[src/irq_unit_map.vh]
// register map, field positions and timing constants of the interrupt unit
//
// Behaviour
// - fourteen sources, each assignable to low or high priority level
// - a trigger sets the pending flag whether or not the source is enabled
// - enabled pending source: finish current instruction, then long call to its vector
// - return from interrupt resumes at the instruction that would have run next
// - pending flag of a disabled source has no effect on program flow
// - global enable bit 7 gates every individual enable
// - enable cleared before a multi-cycle instruction blocks requests posted meanwhile
// - vectoring clears external 0/1 and timer 0/1 flags; others stay set
// - flag still set after return raises a new request after one more instruction
// - software setting a pending flag requests exactly like hardware
// - high preempts low; high never preempted; all default low
// - higher level wins; equal level lowest order number wins
// - decode every cycle; fastest response 5 cycles, detect 1 plus call 4
// - worst response 18 cycles: detect 1, return 5, divide 8, call 4
// - after return, exactly one more instruction runs before the next long call
// - request not above the running level waits for return plus one instruction
// - vectors from 0x0003 stepping 8 to 0x0073; slot 0x0043 reserved
// - order numbers map to the fixed list of peripherals
// - a source with several flags requests while any flag is set
// - enable bit positions in primary and extended enable registers
// - priority bits at the same positions as the enable bits; one is high
`ifndef IRQ_UNIT_MAP_VH
`define IRQ_UNIT_MAP_VH

// ----------------------------------------------------------------
// register byte addresses
// ----------------------------------------------------------------
`define ADDR_ENABLE_PRIMARY    4'h0
`define ADDR_PRIORITY_PRIMARY  4'h4
`define ADDR_ENABLE_EXTENDED   4'h8
`define ADDR_PRIORITY_EXTENDED 4'hC

// ----------------------------------------------------------------
// fields and reset values
// ----------------------------------------------------------------
`define GLOBAL_ENABLE_BIT      7
`define PRIORITY_PRIMARY_READ1 8'h80
`define RESERVED_EXT_BIT       1
`define REG_RESET              8'h00
`define NUM_ORDERS             15
`define RESERVED_ORDER         4'h8
`define ORDER_NONE             4'hF

// ----------------------------------------------------------------
// vectors
// ----------------------------------------------------------------
`define VECTOR_BASE            16'h0003
`define VECTOR_STEP_SHIFT      3

// ----------------------------------------------------------------
// timing in cycles
// ----------------------------------------------------------------
`define DETECT_CYCLES          4'h1
`define CALL_CYCLES            4'h4
`define CNT_W                  4

// ----------------------------------------------------------------
// axi responses
// ----------------------------------------------------------------
`define RESP_OKAY              2'b00
`define RESP_SLVERR            2'b10

`endif

[src/irq_unit.v]
// two-level vectored interrupt unit with axi4-lite register slave
`timescale 1ns/1ps
`default_nettype none
`include "irq_unit_map.vh"

module irq_unit (
  input  wire        clk,
  input  wire        rst_n,
  // axi4-lite slave
  input  wire [3:0]  s_axi_awaddr,
  input  wire        s_axi_awvalid,
  output wire        s_axi_awready,
  input  wire [31:0] s_axi_wdata,
  input  wire [3:0]  s_axi_wstrb,
  input  wire        s_axi_wvalid,
  output wire        s_axi_wready,
  output reg  [1:0]  s_axi_bresp,
  output reg         s_axi_bvalid,
  input  wire        s_axi_bready,
  input  wire [3:0]  s_axi_araddr,
  input  wire        s_axi_arvalid,
  output wire        s_axi_arready,
  output reg  [31:0] s_axi_rdata,
  output reg  [1:0]  s_axi_rresp,
  output reg         s_axi_rvalid,
  input  wire        s_axi_rready,
  // pending flags, one level per flag, from peripherals
  input  wire        ext0_pending,
  input  wire        timer0_overflow_pending,
  input  wire        ext1_pending,
  input  wire        timer1_overflow_pending,
  input  wire        serial_receive_pending,
  input  wire        serial_transmit_pending,
  input  wire        timer2_high_overflow_pending,
  input  wire        timer2_low_overflow_pending,
  input  wire        sync_serial_done_pending,
  input  wire        sync_serial_write_collision,
  input  wire        sync_serial_mode_fault,
  input  wire        sync_serial_receive_overrun,
  input  wire        twowire_pending,
  input  wire        window_compare_pending,
  input  wire        conversion_done_pending,
  input  wire        counter_array_overflow_pending,
  input  wire [4:0]  counter_module_pending,
  input  wire        counter_pwm_overflow_pending,
  input  wire        comparator0_fall_pending,
  input  wire        comparator0_rise_pending,
  input  wire        comparator1_fall_pending,
  input  wire        comparator1_rise_pending,
  input  wire        timer3_high_overflow_pending,
  input  wire        timer3_low_overflow_pending,
  // cpu sequencer
  input  wire        instr_boundary,
  input  wire        next_multi_cycle,
  input  wire        return_from_interrupt,
  output wire        long_call,
  output reg  [15:0] vector_address,
  output reg  [3:0]  vector_order,
  input  wire        call_taken,
  output reg         call_active,
  output wire        ext0_clear,
  output wire        timer0_clear,
  output wire        ext1_clear,
  output wire        timer1_clear,
  output wire        service_low_active,
  output wire        service_high_active
);

  // ----------------------------------------------------------------
  // helpers
  // ----------------------------------------------------------------
  // vector of an order number
  function [15:0] order_vector;
    input [3:0] ord;
    begin
      order_vector = `VECTOR_BASE + ({12'h000, ord} << `VECTOR_STEP_SHIFT);
    end
  endfunction

  // lowest set bit of a 15-bit request set, none if empty
  function [3:0] first_order;
    input [14:0] set;
    integer k;
    begin
      first_order = `ORDER_NONE;
      for (k = `NUM_ORDERS - 1; k >= 0; k = k - 1) begin
        if (set[k]) first_order = k[3:0];
      end
    end
  endfunction

  // ----------------------------------------------------------------
  // registers
  // ----------------------------------------------------------------
  reg  [7:0]  enable_primary;
  reg  [7:0]  priority_primary;
  reg  [7:0]  enable_extended;
  reg  [7:0]  priority_extended;
  reg         service_low;
  reg         service_high;
  reg         call_pending;
  reg         post_return;
  reg         enable_cleared;
  reg  [`CNT_W-1:0] call_count;

  // ----------------------------------------------------------------
  // source combining and per-order maps
  // ----------------------------------------------------------------
  wire [14:0] pending;
  wire [14:0] enables;
  wire [14:0] levels;
  wire [14:0] request;
  wire        global_irq_enable;

  assign pending[0]  = ext0_pending;
  assign pending[1]  = timer0_overflow_pending;
  assign pending[2]  = ext1_pending;
  assign pending[3]  = timer1_overflow_pending;
  assign pending[4]  = serial_receive_pending | serial_transmit_pending;
  assign pending[5]  = timer2_high_overflow_pending | timer2_low_overflow_pending;
  assign pending[6]  = sync_serial_done_pending | sync_serial_write_collision
                     | sync_serial_mode_fault | sync_serial_receive_overrun;
  assign pending[7]  = twowire_pending;
  assign pending[8]  = 1'b0;
  assign pending[9]  = window_compare_pending;
  assign pending[10] = conversion_done_pending;
  assign pending[11] = counter_array_overflow_pending | (|counter_module_pending)
                     | counter_pwm_overflow_pending;
  assign pending[12] = comparator0_fall_pending | comparator0_rise_pending;
  assign pending[13] = comparator1_fall_pending | comparator1_rise_pending;
  assign pending[14] = timer3_high_overflow_pending | timer3_low_overflow_pending;

  assign global_irq_enable = enable_primary[`GLOBAL_ENABLE_BIT];
  // orders 0..6 in primary, 7 at extended bit 0, 9..14 at extended bits 2..7
  assign enables = {enable_extended[7:2], 1'b0, enable_extended[0], enable_primary[6:0]};
  assign levels  = {priority_extended[7:2], 1'b0, priority_extended[0], priority_primary[6:0]};

  genvar g;
  generate
    for (g = 0; g < `NUM_ORDERS; g = g + 1) begin : gen_req
      assign request[g] = pending[g] & enables[g] & global_irq_enable;
    end
  endgenerate

  // ----------------------------------------------------------------
  // arbitration, decoded every cycle
  // ----------------------------------------------------------------
  wire [14:0] high_req = request & levels;
  wire [14:0] low_req  = request & ~levels;
  wire [3:0]  high_win = first_order(high_req);
  wire [3:0]  low_win  = first_order(low_req);
  wire        high_ok  = (|high_req) & ~service_high;
  wire        low_ok   = (|low_req) & ~service_high & ~service_low;
  wire [3:0]  winner   = high_ok ? high_win : low_win;
  wire        can_take = (high_ok | low_ok) & instr_boundary & ~post_return & ~call_pending
                       & ~call_active & ~(enable_cleared & next_multi_cycle);

  assign long_call = call_pending;
  assign service_low_active  = service_low;
  assign service_high_active = service_high;

  wire clear_pulse = call_pending & call_taken;
  assign ext0_clear   = clear_pulse & (vector_order == 4'h0);
  assign timer0_clear = clear_pulse & (vector_order == 4'h1);
  assign ext1_clear   = clear_pulse & (vector_order == 4'h2);
  assign timer1_clear = clear_pulse & (vector_order == 4'h3);

  // ----------------------------------------------------------------
  // call sequencer
  // ----------------------------------------------------------------
  always @(posedge clk or negedge rst_n) begin
    if (!rst_n) begin
      call_pending   <= 1'b0;
      call_active    <= 1'b0;
      call_count     <= {`CNT_W{1'b0}};
      vector_address <= 16'h0000;
      vector_order   <= `ORDER_NONE;
      service_low    <= 1'b0;
      service_high   <= 1'b0;
      post_return    <= 1'b0;
    end else begin
      if (can_take) begin
        call_pending   <= 1'b1;
        vector_address <= order_vector(winner);
        vector_order   <= winner;
      end else if (clear_pulse) begin
        call_pending <= 1'b0;
        call_active  <= 1'b1;
        call_count   <= `CALL_CYCLES - `DETECT_CYCLES;
        if (high_ok_latched(vector_order)) service_high <= 1'b1;
        else service_low <= 1'b1;
      end else if (call_active) begin
        if (call_count == `DETECT_CYCLES) call_active <= 1'b0;
        call_count <= call_count - `DETECT_CYCLES;
      end
      if (return_from_interrupt) begin
        // drop the innermost level and hold one instruction before re-entry
        if (service_high) service_high <= 1'b0;
        else service_low <= 1'b0;
        post_return <= 1'b1;
      end else if (post_return & instr_boundary) begin
        post_return <= 1'b0;
      end
    end
  end

  // level of the order being vectored
  function high_ok_latched;
    input [3:0] ord;
    begin
      high_ok_latched = levels[ord];
    end
  endfunction

  // ----------------------------------------------------------------
  // axi4-lite write channel
  // ----------------------------------------------------------------
  reg aw_held;
  reg w_held;
  reg [3:0]  aw_addr;
  reg [7:0]  w_byte;
  reg        w_lane;
  assign s_axi_awready = ~aw_held & ~s_axi_bvalid;
  assign s_axi_wready  = ~w_held & ~s_axi_bvalid;
  wire do_write = aw_held & w_held;

  always @(posedge clk or negedge rst_n) begin
    if (!rst_n) begin
      aw_held           <= 1'b0;
      w_held            <= 1'b0;
      aw_addr           <= 4'h0;
      w_byte            <= 8'h00;
      w_lane            <= 1'b0;
      s_axi_bvalid      <= 1'b0;
      s_axi_bresp       <= `RESP_OKAY;
      enable_primary    <= `REG_RESET;
      priority_primary  <= `REG_RESET;
      enable_extended   <= `REG_RESET;
      priority_extended <= `REG_RESET;
      enable_cleared    <= 1'b0;
    end else begin
      enable_cleared <= instr_boundary ? 1'b0 : enable_cleared;
      if (s_axi_awvalid & s_axi_awready) begin
        aw_held <= 1'b1;
        aw_addr <= s_axi_awaddr;
      end
      if (s_axi_wvalid & s_axi_wready) begin
        w_held <= 1'b1;
        w_byte <= s_axi_wdata[7:0];
        w_lane <= s_axi_wstrb[0];
      end
      if (do_write) begin
        aw_held      <= 1'b0;
        w_held       <= 1'b0;
        s_axi_bvalid <= 1'b1;
        s_axi_bresp  <= `RESP_OKAY;
        case (aw_addr)
          `ADDR_ENABLE_PRIMARY: begin
            if (w_lane) begin
              enable_primary <= w_byte;
              if (|(enable_primary & ~w_byte)) enable_cleared <= 1'b1;
            end
          end
          `ADDR_PRIORITY_PRIMARY: begin
            if (w_lane) priority_primary <= {1'b0, w_byte[6:0]};
          end
          `ADDR_ENABLE_EXTENDED: begin
            if (w_lane) begin
              enable_extended <= w_byte;
              if (|(enable_extended & ~w_byte)) enable_cleared <= 1'b1;
            end
          end
          `ADDR_PRIORITY_EXTENDED: begin
            if (w_lane) priority_extended <= w_byte;
          end
          default: s_axi_bresp <= `RESP_SLVERR;
        endcase
      end else if (s_axi_bvalid & s_axi_bready) begin
        s_axi_bvalid <= 1'b0;
      end
    end
  end

  // ----------------------------------------------------------------
  // axi4-lite read channel
  // ----------------------------------------------------------------
  assign s_axi_arready = ~s_axi_rvalid;

  always @(posedge clk or negedge rst_n) begin
    if (!rst_n) begin
      s_axi_rvalid <= 1'b0;
      s_axi_rdata  <= 32'h00000000;
      s_axi_rresp  <= `RESP_OKAY;
    end else begin
      if (s_axi_arvalid & s_axi_arready) begin
        s_axi_rvalid <= 1'b1;
        s_axi_rresp  <= `RESP_OKAY;
        case (s_axi_araddr)
          `ADDR_ENABLE_PRIMARY:    s_axi_rdata <= {24'h000000, enable_primary};
          `ADDR_PRIORITY_PRIMARY:  s_axi_rdata <= {24'h000000, priority_primary | `PRIORITY_PRIMARY_READ1};
          `ADDR_ENABLE_EXTENDED:   s_axi_rdata <= {24'h000000, enable_extended};
          `ADDR_PRIORITY_EXTENDED: s_axi_rdata <= {24'h000000, priority_extended};
          default: begin
            s_axi_rdata <= 32'h00000000;
            s_axi_rresp <= `RESP_SLVERR;
          end
        endcase
      end else if (s_axi_rvalid & s_axi_rready) begin
        s_axi_rvalid <= 1'b0;
      end
    end
  end

endmodule
`default_nettype wire

[config.mk]
export PLATFORM = sky130hd
export DESIGN_NAME = irq_unit
export DESIGN_NICKNAME = d
export VERILOG_FILES = /design/src/irq_unit.v
export VERILOG_INCLUDE_DIRS = /design/src
export SDC_FILE = /design/constraint.sdc
export NUM_CORES = 1
export LEC_CHECK = 0
export CAP_MARGIN = 20
export CORE_UTILIZATION = 61
export CTS_CLUSTER_DIAMETER = 200
export DETAILED_ROUTE_END_ITERATION = 16
export DONT_BUFFER_PORTS = 1
export GPL_TIMING_DRIVEN = 0
export HOLD_SLACK_MARGIN = 0.08
export PLACE_DENSITY = 0.77
export SETUP_SLACK_MARGIN = 0.02
export SLEW_MARGIN = 20
export SYNTH_ARGS = -nofsm -noshare
export SYNTH_HDL_FRONTEND = slang
export SYNTH_SLANG_ARGS = --single-unit
export TNS_END_PERCENT = 1
[constraint.sdc]
create_clock -name clk -period 4.8 [get_ports clk]
set_input_delay 0.24 -clock clk [delete_from_list [all_inputs] [get_ports clk]]
set_output_delay 0.24 -clock clk [all_outputs]
set_load 0.01 [all_outputs]
==> results of run 1 <==
[cell type report]
class	count	share of cell area [%]
Multi-Input combinational cell	314	42.21
Sequential cell	77	38.54
Buffer	50	6.815
Timing Repair Buffer	19	4.144
Clock buffer	10	2.546
Inverter	32	2.396
Tap cell	96	2.396
Clock inverter	6	0.9486
[worst reg2reg max path: cells and delay by family, from the launching register on]
kind | cells | cell delay [ns]
and+or+nand+nor | 3 | 0.58
AOI/OAI and AO/OA | 2 | 0.73
muxes | 1 | 0.30
DFF | 1 | 0.45
buffers and inverters | 3 | 0.71
[how the worst max path moves through the flow]
stage / startpoint / end / slack [ns] / depth (start not counted)
after floorplan: enable_primary[7] / vector_address[6] / 2.33 / 8
after global routing: enable_primary[7] / vector_address[6] / 1.67 / 9
after global placement: enable_primary[7] / vector_address[6] / 1.98 / 9
after CTS: enable_primary[7] / vector_address[6] / 1.97 / 9
final: enable_primary[7] / vector_address[6] / 1.93 / 9
after detailed placement: enable_primary[7] / vector_address[6] / 1.98 / 9
[report_power, final]
| group | switching [mW] | total, mW | internal [mW] | leakage, nW |
|---|---|---|---|---|
| Combinational | 0.393 | 0.749 | 0.356 | 1.23 |
| Sequential | 0.342 | 1.22 | 0.882 | 0.987 |
| Clock | 0.254 | 0.445 | 0.192 | 0.0868 |
| Total | 0.988 | 2.42 | 1.43 | 2.30 |
[cells by family after synthesis]
kind of cell	after synthesis	share of synthesized area [%]
buffers and inverters	82	10.58
and+or+nand+nor	121	14.59
DFF	77	44.25
adders and majority gates	2	0.5731
muxes	45	12.21
xor gates and xnor gates	3	0.6020
AOI/OAI and AO/OA	107	17.11
other	1	0.08590
[state kept, by name, summed over array words and instances, names as in the netlist, 4 cells and up]
signal,count
enable_extended,8
enable_primary,8
priority_extended,8
s_axi_rdata,8
w_byte,8
priority_primary,7
vector_address,5
aw_addr,4
call_count,4
vector_order,4
[layer usage]
metal / GRT usage (%) / up-vias / routed length, microns
li1: - / 1664 / -
met1: 41.22 / 1772 / 4760
met2: 54.55 / 205 / 5597
met3: 8.286 / 32 / 952
met4: 11.36 / 0 / 311
met5: 0 / - / 0
[layout by cell type (no fill, tap or decap), drive strengths merged, types with 5 or more instances in the layout]
cell	synthesis	routed
dfrtp	73	73
buf	39	40
nand2	39	39
conb	1	36
inv	32	33
o21ai	30	30
mux2	30	30
nor2	21	21
clkbuf	11	21
dlygate4sd3	0	18
nor3	14	14
a21oi	14	14
mux2i	12	12
nand4	11	11
a221oi	10	10
o22ai	9	9
o211ai	8	8
nand4b	7	7
nand3	6	6
a31oi	5	5
[per-stage QoR]
step	hold slack, ns	instance area, sq um
after floorplan	-0.05559	4497
after global placement	-0.05436	4617
after detailed placement	-0.05461	4623
after CTS	0.1015	5006
after global routing	0.1172	5012
final	0.1248	5012
[what timing repair did]
| action | in CTS | in global routing |
|---|---|---|
| gates resized for setup | 0 | 0 |
| endpoints found under the hold margin | 98 | 0 |
| endpoints found under the setup margin | 0 | 0 |
| hold buffers | 19 | 0 |
==> out/qor.csv, run 1 <==
stage,metric,value,unit
cells_and_area,multi_input_area,2116,sq um
synthesis,seq_area_frac_synth,44.25,%
critical_path,r2r_end,vector_address[6],
synthesis,synthFlopType,dfrtp_1,
clock_network,tritoncts,built,
synthesis,synth_top_area_share,41.85,%
floorplanning,initial_core_util,63.55,%
critical_path,worstPathRequired,5.03,ns
grt,antenna_found_initial,0,
detailed_routing,wl_per_cell,19.24,microns
clock_network,cts.clk_slew.worst_paths,0.08,ns
run,drv_cap,0,
timing,fin_skew,0.009315,ns
timing,slew_headroom,49.61,%
cells_and_area,nFillCells,505,
synthesis,synth_top_area_cell,dfrtp_1,
synthesis,synth_area,4365,sq um
grt,grt_pass1_wl,17980,microns
floorplanning,fp.dieW,86.60,microns
detailed_routing,vias_per_cell,6.081,
timing,period_share,59.79,%
timing,rsz0062_at_grt,false,
critical_path,critPathMaxFanout,10,
synthesis,yosysWarnings,0,
grt,overflow,0,
critical_path,criticalPathCategory,flop to flop,
timing,hold_violations,0,
cells_and_area,drive_above_1_share,20.47,%
power,power_leakage,2.304,nW
critical_path,worst_path_largest_cell_delay,0.48,ns
worst_hold_path,whs_endpoint,enable_cleared,
synthesis,async_reset_ff_share,100.0,%
clock_network,cts.sinks,77,
clock_network,clock_path_buffers,2,
grt,grt_max_degree,78,
floorplanning,core,6869,sq um
critical_path,cpMaxStageDelayCell,a31oi_1,
cells_and_area,post-route-util,72.97,%
timing,clock.fmax,348.4,MHz
critical_path,crit_top_cell,buf_6,
placed_design,dp_hpwl,8295,microns
outcome,status,completed,
critical_path,rr_worst_depth,9,
synthesis,synth_area_leaders,"dfrtp_1 42%, mux2_2 7.2%, buf_4 6.4%",
synthesis,synthCells,438,
detailed_routing,drt_pass1_iterations,5,
worst_hold_path,hold_class,input pin to flop,
grt,grt_usage,32.55,%
synthesis,synth-edff-count,0,
timing,period_minus_slack,2.870,ns
power,total_power,2.418,mW
placed_design,numPortBuffers,0,
detailed_routing,drc,0,
cells_and_area,seq_area,1932,sq um
cells_and_area,antenna_cells,0,
detailed_routing,vias,3673,
critical_path,start_kind,flop,
critical_path,arrival,3.10,ns
detailed_routing,dr.first_iter.drc_count,216,
clock_network,cts_max_level,3,
synthesis,ys_types,63,
critical_path,path_buf_inv,3,
detailed_routing,ant_nets,0,
synthesis,synthTopCellsByCount,"73 x dfrtp_1, 39 x nand2_1, 37 x buf_4",
cells_and_area,final_nets,588,
synthesis,synth_seq_cells,77,
power,vdd_ir_drop_max,0.3458,mV
floorplanning,rows,30,
synthesis,yosys.cell_count.top_type,dfrtp_1,
floorplanning,ioPinCount,152,
critical_path,crit_chain,"buf_6, clkbuf_1, nand4_1, o21ai_0, nor3_1, a31oi_1, or2_1, buf_6, mux2_4",
critical_path,critPathTopFamily,compound AO/OA/AOI/OAI gates,
cells_and_area,final_cells,604,
floorplanning,die_h,86.60,microns
worst_hold_path,hold_start,instr_boundary,
timing,slew_viol_final,0,
clock_network,cts_setup_buffers,0,
grt,grt_pass1_vias,3470,
detailed_routing,wl,11620,microns
clock_network,cts_buffers,9,
timing,worstMarginPinSlew,0.7496,ns
placed_design,gp_congestion,0.9357,
cells_and_area,areaGrowthSynthToFinish,14.82,%
critical_path,end_kind,flop,
critical_path,ff2ff_setup_slack,1.93,ns
power,powerDensity,482.4,nW/um^2
synthesis,avgSynthCellArea,9.967,sq um
timing,setup-violations-final,0,
timing,final.setup.tns,0,ns
placed_design,dpl_worst_slack,1.984,ns
clock_network,clk_latency,0.35,ns
timing,setup_slack,1.930,ns
critical_path,r2r_start,enable_primary[7],
clock_network,cts-root-buf,clkbuf_8,
placed_design,dp_cells,569,
floorplanning,dieArea,7499,sq um
worst_hold_path,whs_path_depth,2,
Note: power is estimated with default switching activity, not from simulation.
==> inputs of run 2 (changes only) <==
Clock period 4.8 ns to 2.9 ns, I/O delays scaled along.
==> out/qor.csv, run 2 (synthesis results as in run 1) <==
stage,metric,value,unit,change
outcome,status,completed,,
power,pwr-share-comb,31.1,%,about the same
power,total_power,4.015,mW,+66%
power,vdd_ir_drop_max,0.5745,mV,+66%
clock_network,cts.clk_slew.worst_paths,0.09,ns,about the same
power,p_int,2.369,mW,+66%
power,power_frac_seq,50.5,%,about the same
critical_path,criticalPathCategory,flop to flop,,
critical_path,arrival,2.96,ns,-0.14 ns
cells_and_area,antenna_cells,0,,unchanged
critical_path,start_kind,flop,,
clock_network,cts.sinks,77,,unchanged
detailed_routing,vias_per_cell,6.048,,-0.55%
cells_and_area,final_nets,589,,+0.17%
power,p_sw,1.646,mW,+67%
grt,grt_pass1_wl,18020,microns,+0.19%
power,power_leakage,2.313,nW,+0.39%
grt,grt_usage,32.57,%,about the same
detailed_routing,wl_per_cell,19.35,microns,+0.55%
timing,final.setup.tns,0,ns,unchanged
timing,rsz0062_at_grt,false,,
grt,antenna_found_initial,0,,unchanged
floorplanning,die_h,86.60,microns,unchanged
clock_network,clk_latency,0.35,ns,about the same
critical_path,end_kind,flop,,
floorplanning,ioPinCount,152,,unchanged
timing,worstMarginPinSlew,0.7545,ns,+0.004957 ns
floorplanning,core,6869,sq um,unchanged
critical_path,critPathMaxFanout,10,,unchanged
detailed_routing,ant_nets,0,,unchanged
clock_network,tritoncts,built,,
timing,period_minus_slack,2.723,ns,-0.1466 ns
placed_design,numPortBuffers,0,,unchanged
floorplanning,rows,30,,unchanged
timing,slew_viol_final,0,,unchanged
placed_design,gp_congestion,0.9357,,unchanged
timing,clock.fmax,367.2,MHz,+5.4%
timing,setup-violations-final,0,,unchanged
timing,period_share,93.91,%,+34 points
power,powerDensity,796.4,nW/um^2,+65%
cells_and_area,areaGrowthSynthToFinish,15.48,%,
clock_network,cts-root-buf,clkbuf_8,,
placed_design,dp_hpwl,8295,microns,unchanged
power,power_switching_share,40.99,%,+0.11 points
clock_network,cts_buffers,9,,unchanged
clock_network,clock_path_buffers,2,,unchanged
detailed_routing,wl,11700,microns,+0.71%
grt,overflow,0,,unchanged
worst_hold_path,hold_class,input pin to flop,,
cells_and_area,layout_commonest_cell,dfrtp_1,,
timing,fin_skew,0.008393,ns,-0.0009221 ns
run,drv_cap,0,,unchanged
floorplanning,initial_core_util,63.55,%,unchanged
grt,grt_pass1_vias,3474,,+0.12%
timing,slew_headroom,49.57,%,about the same
floorplanning,dieArea,7499,sq um,unchanged
detailed_routing,drc,0,,unchanged
critical_path,worstPathRequired,3.13,ns,-1.90 ns
grt,grt_max_degree,78,,unchanged
clock_network,cts_setup_buffers,0,,unchanged
cells_and_area,layout_common_cells,"73 x dfrtp_1, 39 x nand2_1, 37 x buf_4, 36 x conb_1, 32 x inv_1",,
timing,hold_violations,0,,unchanged
detailed_routing,vias,3659,,-0.38%
detailed_routing,drt_pass1_iterations,4,,-1
power,power_frac_clock,18.4,%,about the same
detailed_routing,dr.first_iter.drc_count,233,,+7.9%
clock_network,cts_max_level,3,,unchanged
floorplanning,fp.dieW,86.60,microns,unchanged
cells_and_area,drive_above_1_share,21.22,%,+0.75 points
==> run 2: critical path: stages (launching register included) <==
cell and delay, ns:
dfrtp_1 0.45, buf_6 0.17, nand4b_1 0.14, o21ai_0 0.20, or4_4 0.53, o311a_4 0.43
or2_1 0.25, buf_6 0.14, mux2_4 0.29
==> run 2: cell type report <==
class | count | area, sq um
Multi-Input combinational cell | 314 | 2133
Clock buffer | 10 | 127.6
Buffer | 50 | 342.8
Sequential cell | 77 | 1932
Timing Repair Buffer | 20 | 217.7
Inverter | 32 | 120.1
Tap cell | 96 | 120.1
Clock inverter | 6 | 47.55
Fill cell | 499 | 1828
==> run 2: repair_timing <==
action / in CTS / in global routing
resized for setup: 0 / 5
hold buffers: 20 / 0
endpoints found under the hold margin: 102 / 0
setup endpoints to repair: 0 / 8
==> run 2: worst paths after layout <==
path	from	end	slack, ns	cells after the start
max in group asynchronous	rst_n	vector_order[2]	2.22	2
min in group asynchronous	rst_n	enable_extended[1]	0.34	2
hold reg to reg	post_return	post_return	0.50	1
setup reg to reg	enable_primary[7]	vector_address[6]	0.18	8
setup / recovery	enable_primary[7]	vector_address[6]	0.18	8
hold / removal	s_axi_arvalid	s_axi_rvalid	0.13	2
==> run 2: power by group through the flow <==
stage                     sequential (mW)  clock (mW)  combinational, mW
after floorplan                      1.81           0              0.958
after global placement               1.99           0               1.12
after detailed placement             2.01           0               1.15
after CTS                            1.98       0.744               1.21
after global routing                 2.07       0.793               1.37
final                                2.03       0.740               1.25
==> run 2: per-stage QoR <==
step	worst slack, ns	area, sq um	util, %	cells	hold slack (ns)
after floorplan	0.4339	4497	-	473	-0.1506
after global placement	0.07700	4617	67.21	569	-0.1494
after detailed placement	0.08436	4623	67.30	569	-0.1496
after CTS	0.06958	5016	73.02	605	0.1255
after global routing	0.1005	5041	73.39	605	0.1629
final	0.1767	5041	73.39	605	0.1306
==> run 2: layer usage <==
layer	wire length, microns	global-route usage (%)	vias up
li1	-	-	1666
met1	4830	41.22	1770
met2	5670	54.62	198
met3	963	8.286	25
met4	240	11.36	0
met5	0	0	-
==> inputs of run 3 (changes only) <==
Settings changed: ABC_CLOCK_PERIOD_IN_PS from default to 2230, CORE_UTILIZATION 61 to 58, PLACE_DENSITY 0.77 to 0.76.
Clock period 2.9 ns to 2.23 ns, I/O delays scaled along.
==> out/qor.csv, run 3 (synthesis results as in run 1) <==
stage,metric,value,unit,change
timing,worstMarginPinSlew,0.7268,ns,-0.02771 ns
grt,antenna_found_initial,0,,unchanged
placed_design,dp_hpwl,8535,microns,+2.9%
detailed_routing,dr.first_iter.drc_count,354,,+52%
detailed_routing,wl,12440,microns,+6.3%
floorplanning,rows,31,,+3.3%
timing,setup-violations-final,10,,+10
grt,overflow,0,,unchanged
floorplanning,dieArea,7877,sq um,+5.1%
timing,fin_skew,0.01478,ns,+0.006385 ns
critical_path,end_kind,flop,,
critical_path,start_kind,flop,,
timing,slew_headroom,51.14,%,+1.6 points
critical_path,r2r_end,vector_address[6],,
run,drv_cap,0,,unchanged
timing,rsz0062_at_grt,true,,
outcome,violations,negative setup slack,,
clock_network,cts.clk_slew.worst_paths,0.09,ns,about the same
clock_network,clock_path_buffers,2,,unchanged
cells_and_area,final_nets,621,,+5.4%
timing,slew_viol_final,0,,unchanged
clock_network,cts_buffers,9,,unchanged
detailed_routing,wl_per_cell,19.44,microns,+0.48%
floorplanning,core,7253,sq um,+5.6%
detailed_routing,ant_nets,0,,unchanged
worst_hold_path,hold_class,input pin to flop,,
floorplanning,ioPinCount,152,,unchanged
cells_and_area,areaGrowthSynthToFinish,23.30,%,
grt,grt_max_degree,78,,unchanged
timing,hold_violations,0,,unchanged
detailed_routing,vias,3856,,+5.4%
cells_and_area,layout_common_cells,"72 x dfrtp_1, 69 x buf_4, 39 x nand2_1, 36 x conb_1, 32 x inv_1",,
critical_path,worstPathRequired,2.48,ns,-0.65 ns
placed_design,dpl_worst_slack,-0.5903,ns,-0.6747 ns
critical_path,criticalPathCategory,flop to flop,,
placed_design,gp_congestion,0.9419,,+0.66%
detailed_routing,vias_per_cell,6.025,,-0.38%
detailed_routing,drc,0,,unchanged
worst_hold_path,whs_endpoint,s_axi_rvalid,,
outcome,status,"complete, but fails checks",,
clock_network,clk_latency,0.35,ns,about the same
grt,grt_usage,32.99,%,+0.42 points
clock_network,tritoncts,built,,
timing,setup_slack,-0.2806,ns,-0.4573 ns
floorplanning,initial_core_util,60.19,%,-3.4 points
critical_path,ff2ff_setup_slack,-0.28,ns,-0.46 ns
timing,final.setup.tns,-2.296,ns,-2.296 ns
worst_hold_path,hold_start,s_axi_arvalid,,
timing,holdWs,0.09292,ns,-0.03770 ns
power,vdd_ir_drop_max,0.8534,mV,+49%
clock_network,cts.sinks,77,,unchanged
grt,grt_pass1_vias,3651,,+5.1%
cells_and_area,layout_commonest_cell,dfrtp_1,,
floorplanning,die_h,88.76,microns,+2.5%
timing,period_minus_slack,2.511,ns,-0.2127 ns
timing,period_share,112.6,%,+19 points
clock_network,cts-root-buf,clkbuf_8,,
worst_hold_path,whs_path_depth,2,,unchanged
power,power_leakage,2.496,nW,+7.9%
placed_design,numPortBuffers,0,,unchanged
cells_and_area,antenna_cells,0,,unchanged
grt,grt_pass1_wl,18940,microns,+5.1%
cells_and_area,drive_above_1_share,28.47,%,+7.2 points
critical_path,r2r_start,enable_primary[7],,
critical_path,arrival,2.76,ns,-0.20 ns
timing,clock.fmax,398.3,MHz,+8.5%
clock_network,cts_max_level,3,,unchanged
cells_and_area,nFillCells,513,,+2.8%
critical_path,rr_worst_depth,9,,+1
power,powerDensity,1028,nW/um^2,+29%
critical_path,critPathMaxFanout,10,,unchanged
detailed_routing,drt_pass1_iterations,5,,+1
floorplanning,fp.dieW,88.76,microns,+2.5%
-- run 3: cell types whose count changed in the layout (fill, tap and decap cells not counted), moves of 2 or more --
cell	previous run	this run
clkbuf_1	11	8
a21oi_1	14	11
o21ai_0	30	27
buf_4	37	69
clkinv_4	3	0
clkbuf_2	1	3
clkinvlp_4	1	3
a21oi_2	0	3
o21ai_2	0	2
-- run 3: worst max-delay path by stage --
stage | start | endpoint | slack (ns) | cells after the start
after detailed placement | enable_primary[7] | vector_address[6] | -0.59 | 9
after CTS | enable_primary[7] | vector_address[6] | -0.24 | 8
after floorplan | enable_primary[7] | vector_address[6] | -0.14 | 8
after global routing | enable_primary[7] | vector_address[6] | -0.38 | 9
after global placement | enable_primary[7] | vector_address[6] | -0.63 | 9
final | enable_primary[7] | vector_address[6] | -0.28 | 9
-- run 3: what timing repair did --
action / in CTS / in global routing
endpoints found under the setup margin: 20 / 20
pin swaps: 10 / 12
resized for setup: 15 / 11
hold endpoints to repair: 102 / 0
setup buffers: 26 / 7
hold buffers: 20 / 0
-- run 3: through the flow --
step | util (%) | instances | instance area, sq um | total power [mW]
floorplan | - | 473 | 4497 | 3.605
global placement | 63.71 | 572 | 4621 | 4.053
detailed placement | 63.88 | 572 | 4633 | 4.135
CTS | 72.93 | 634 | 5290 | 5.363
global route | 74.21 | 640 | 5383 | 5.828
finish | 74.21 | 640 | 5383 | 5.535
-- run 3: power breakdown --
group / switching (mW) / internal, mW
logic: 0.930 / 0.886
registers: 0.746 / 1.90
clock network: 0.548 / 0.525
-- run 3: final cells by class --
cell class / instances / area, sq um / area share (%)
inverters: 32 / 120.1 / 2.232
plain buffers: 50 / 352.8 / 6.555
multi-input cells: 314 / 2197 / 40.82
clock buffers: 10 / 127.6 / 2.371
repair buffers: 52 / 457.9 / 8.508
flip-flops and latches: 77 / 1933 / 35.91
well taps: 99 / 123.9 / 2.301
clock inverters: 6 / 70.07 / 1.302
-- run 3: routing by layer --
metal | part of all wire [%] | vias to the layer above | global-route usage, %
li1 | - | 1733 | -
met1 | 41 | 1888 | 43.71
met2 | 49 | 210 | 54.27
met3 | 8.3 | 25 | 6.903
met4 | 1.7 | 0 | 11.00
met5 | 0 | - | 0
-- run 3: worst max-delay path: stages, from the launching register on --
cell and delay, ns:
dfrtp_2 0.45, buf_6 0.14, clkbuf_2 0.20, nand4_1 0.24, nand4_1 0.22, nor3_4 0.30
a31oi_4 0.17, or2_1 0.27, buf_6 0.13, mux2_4 0.29
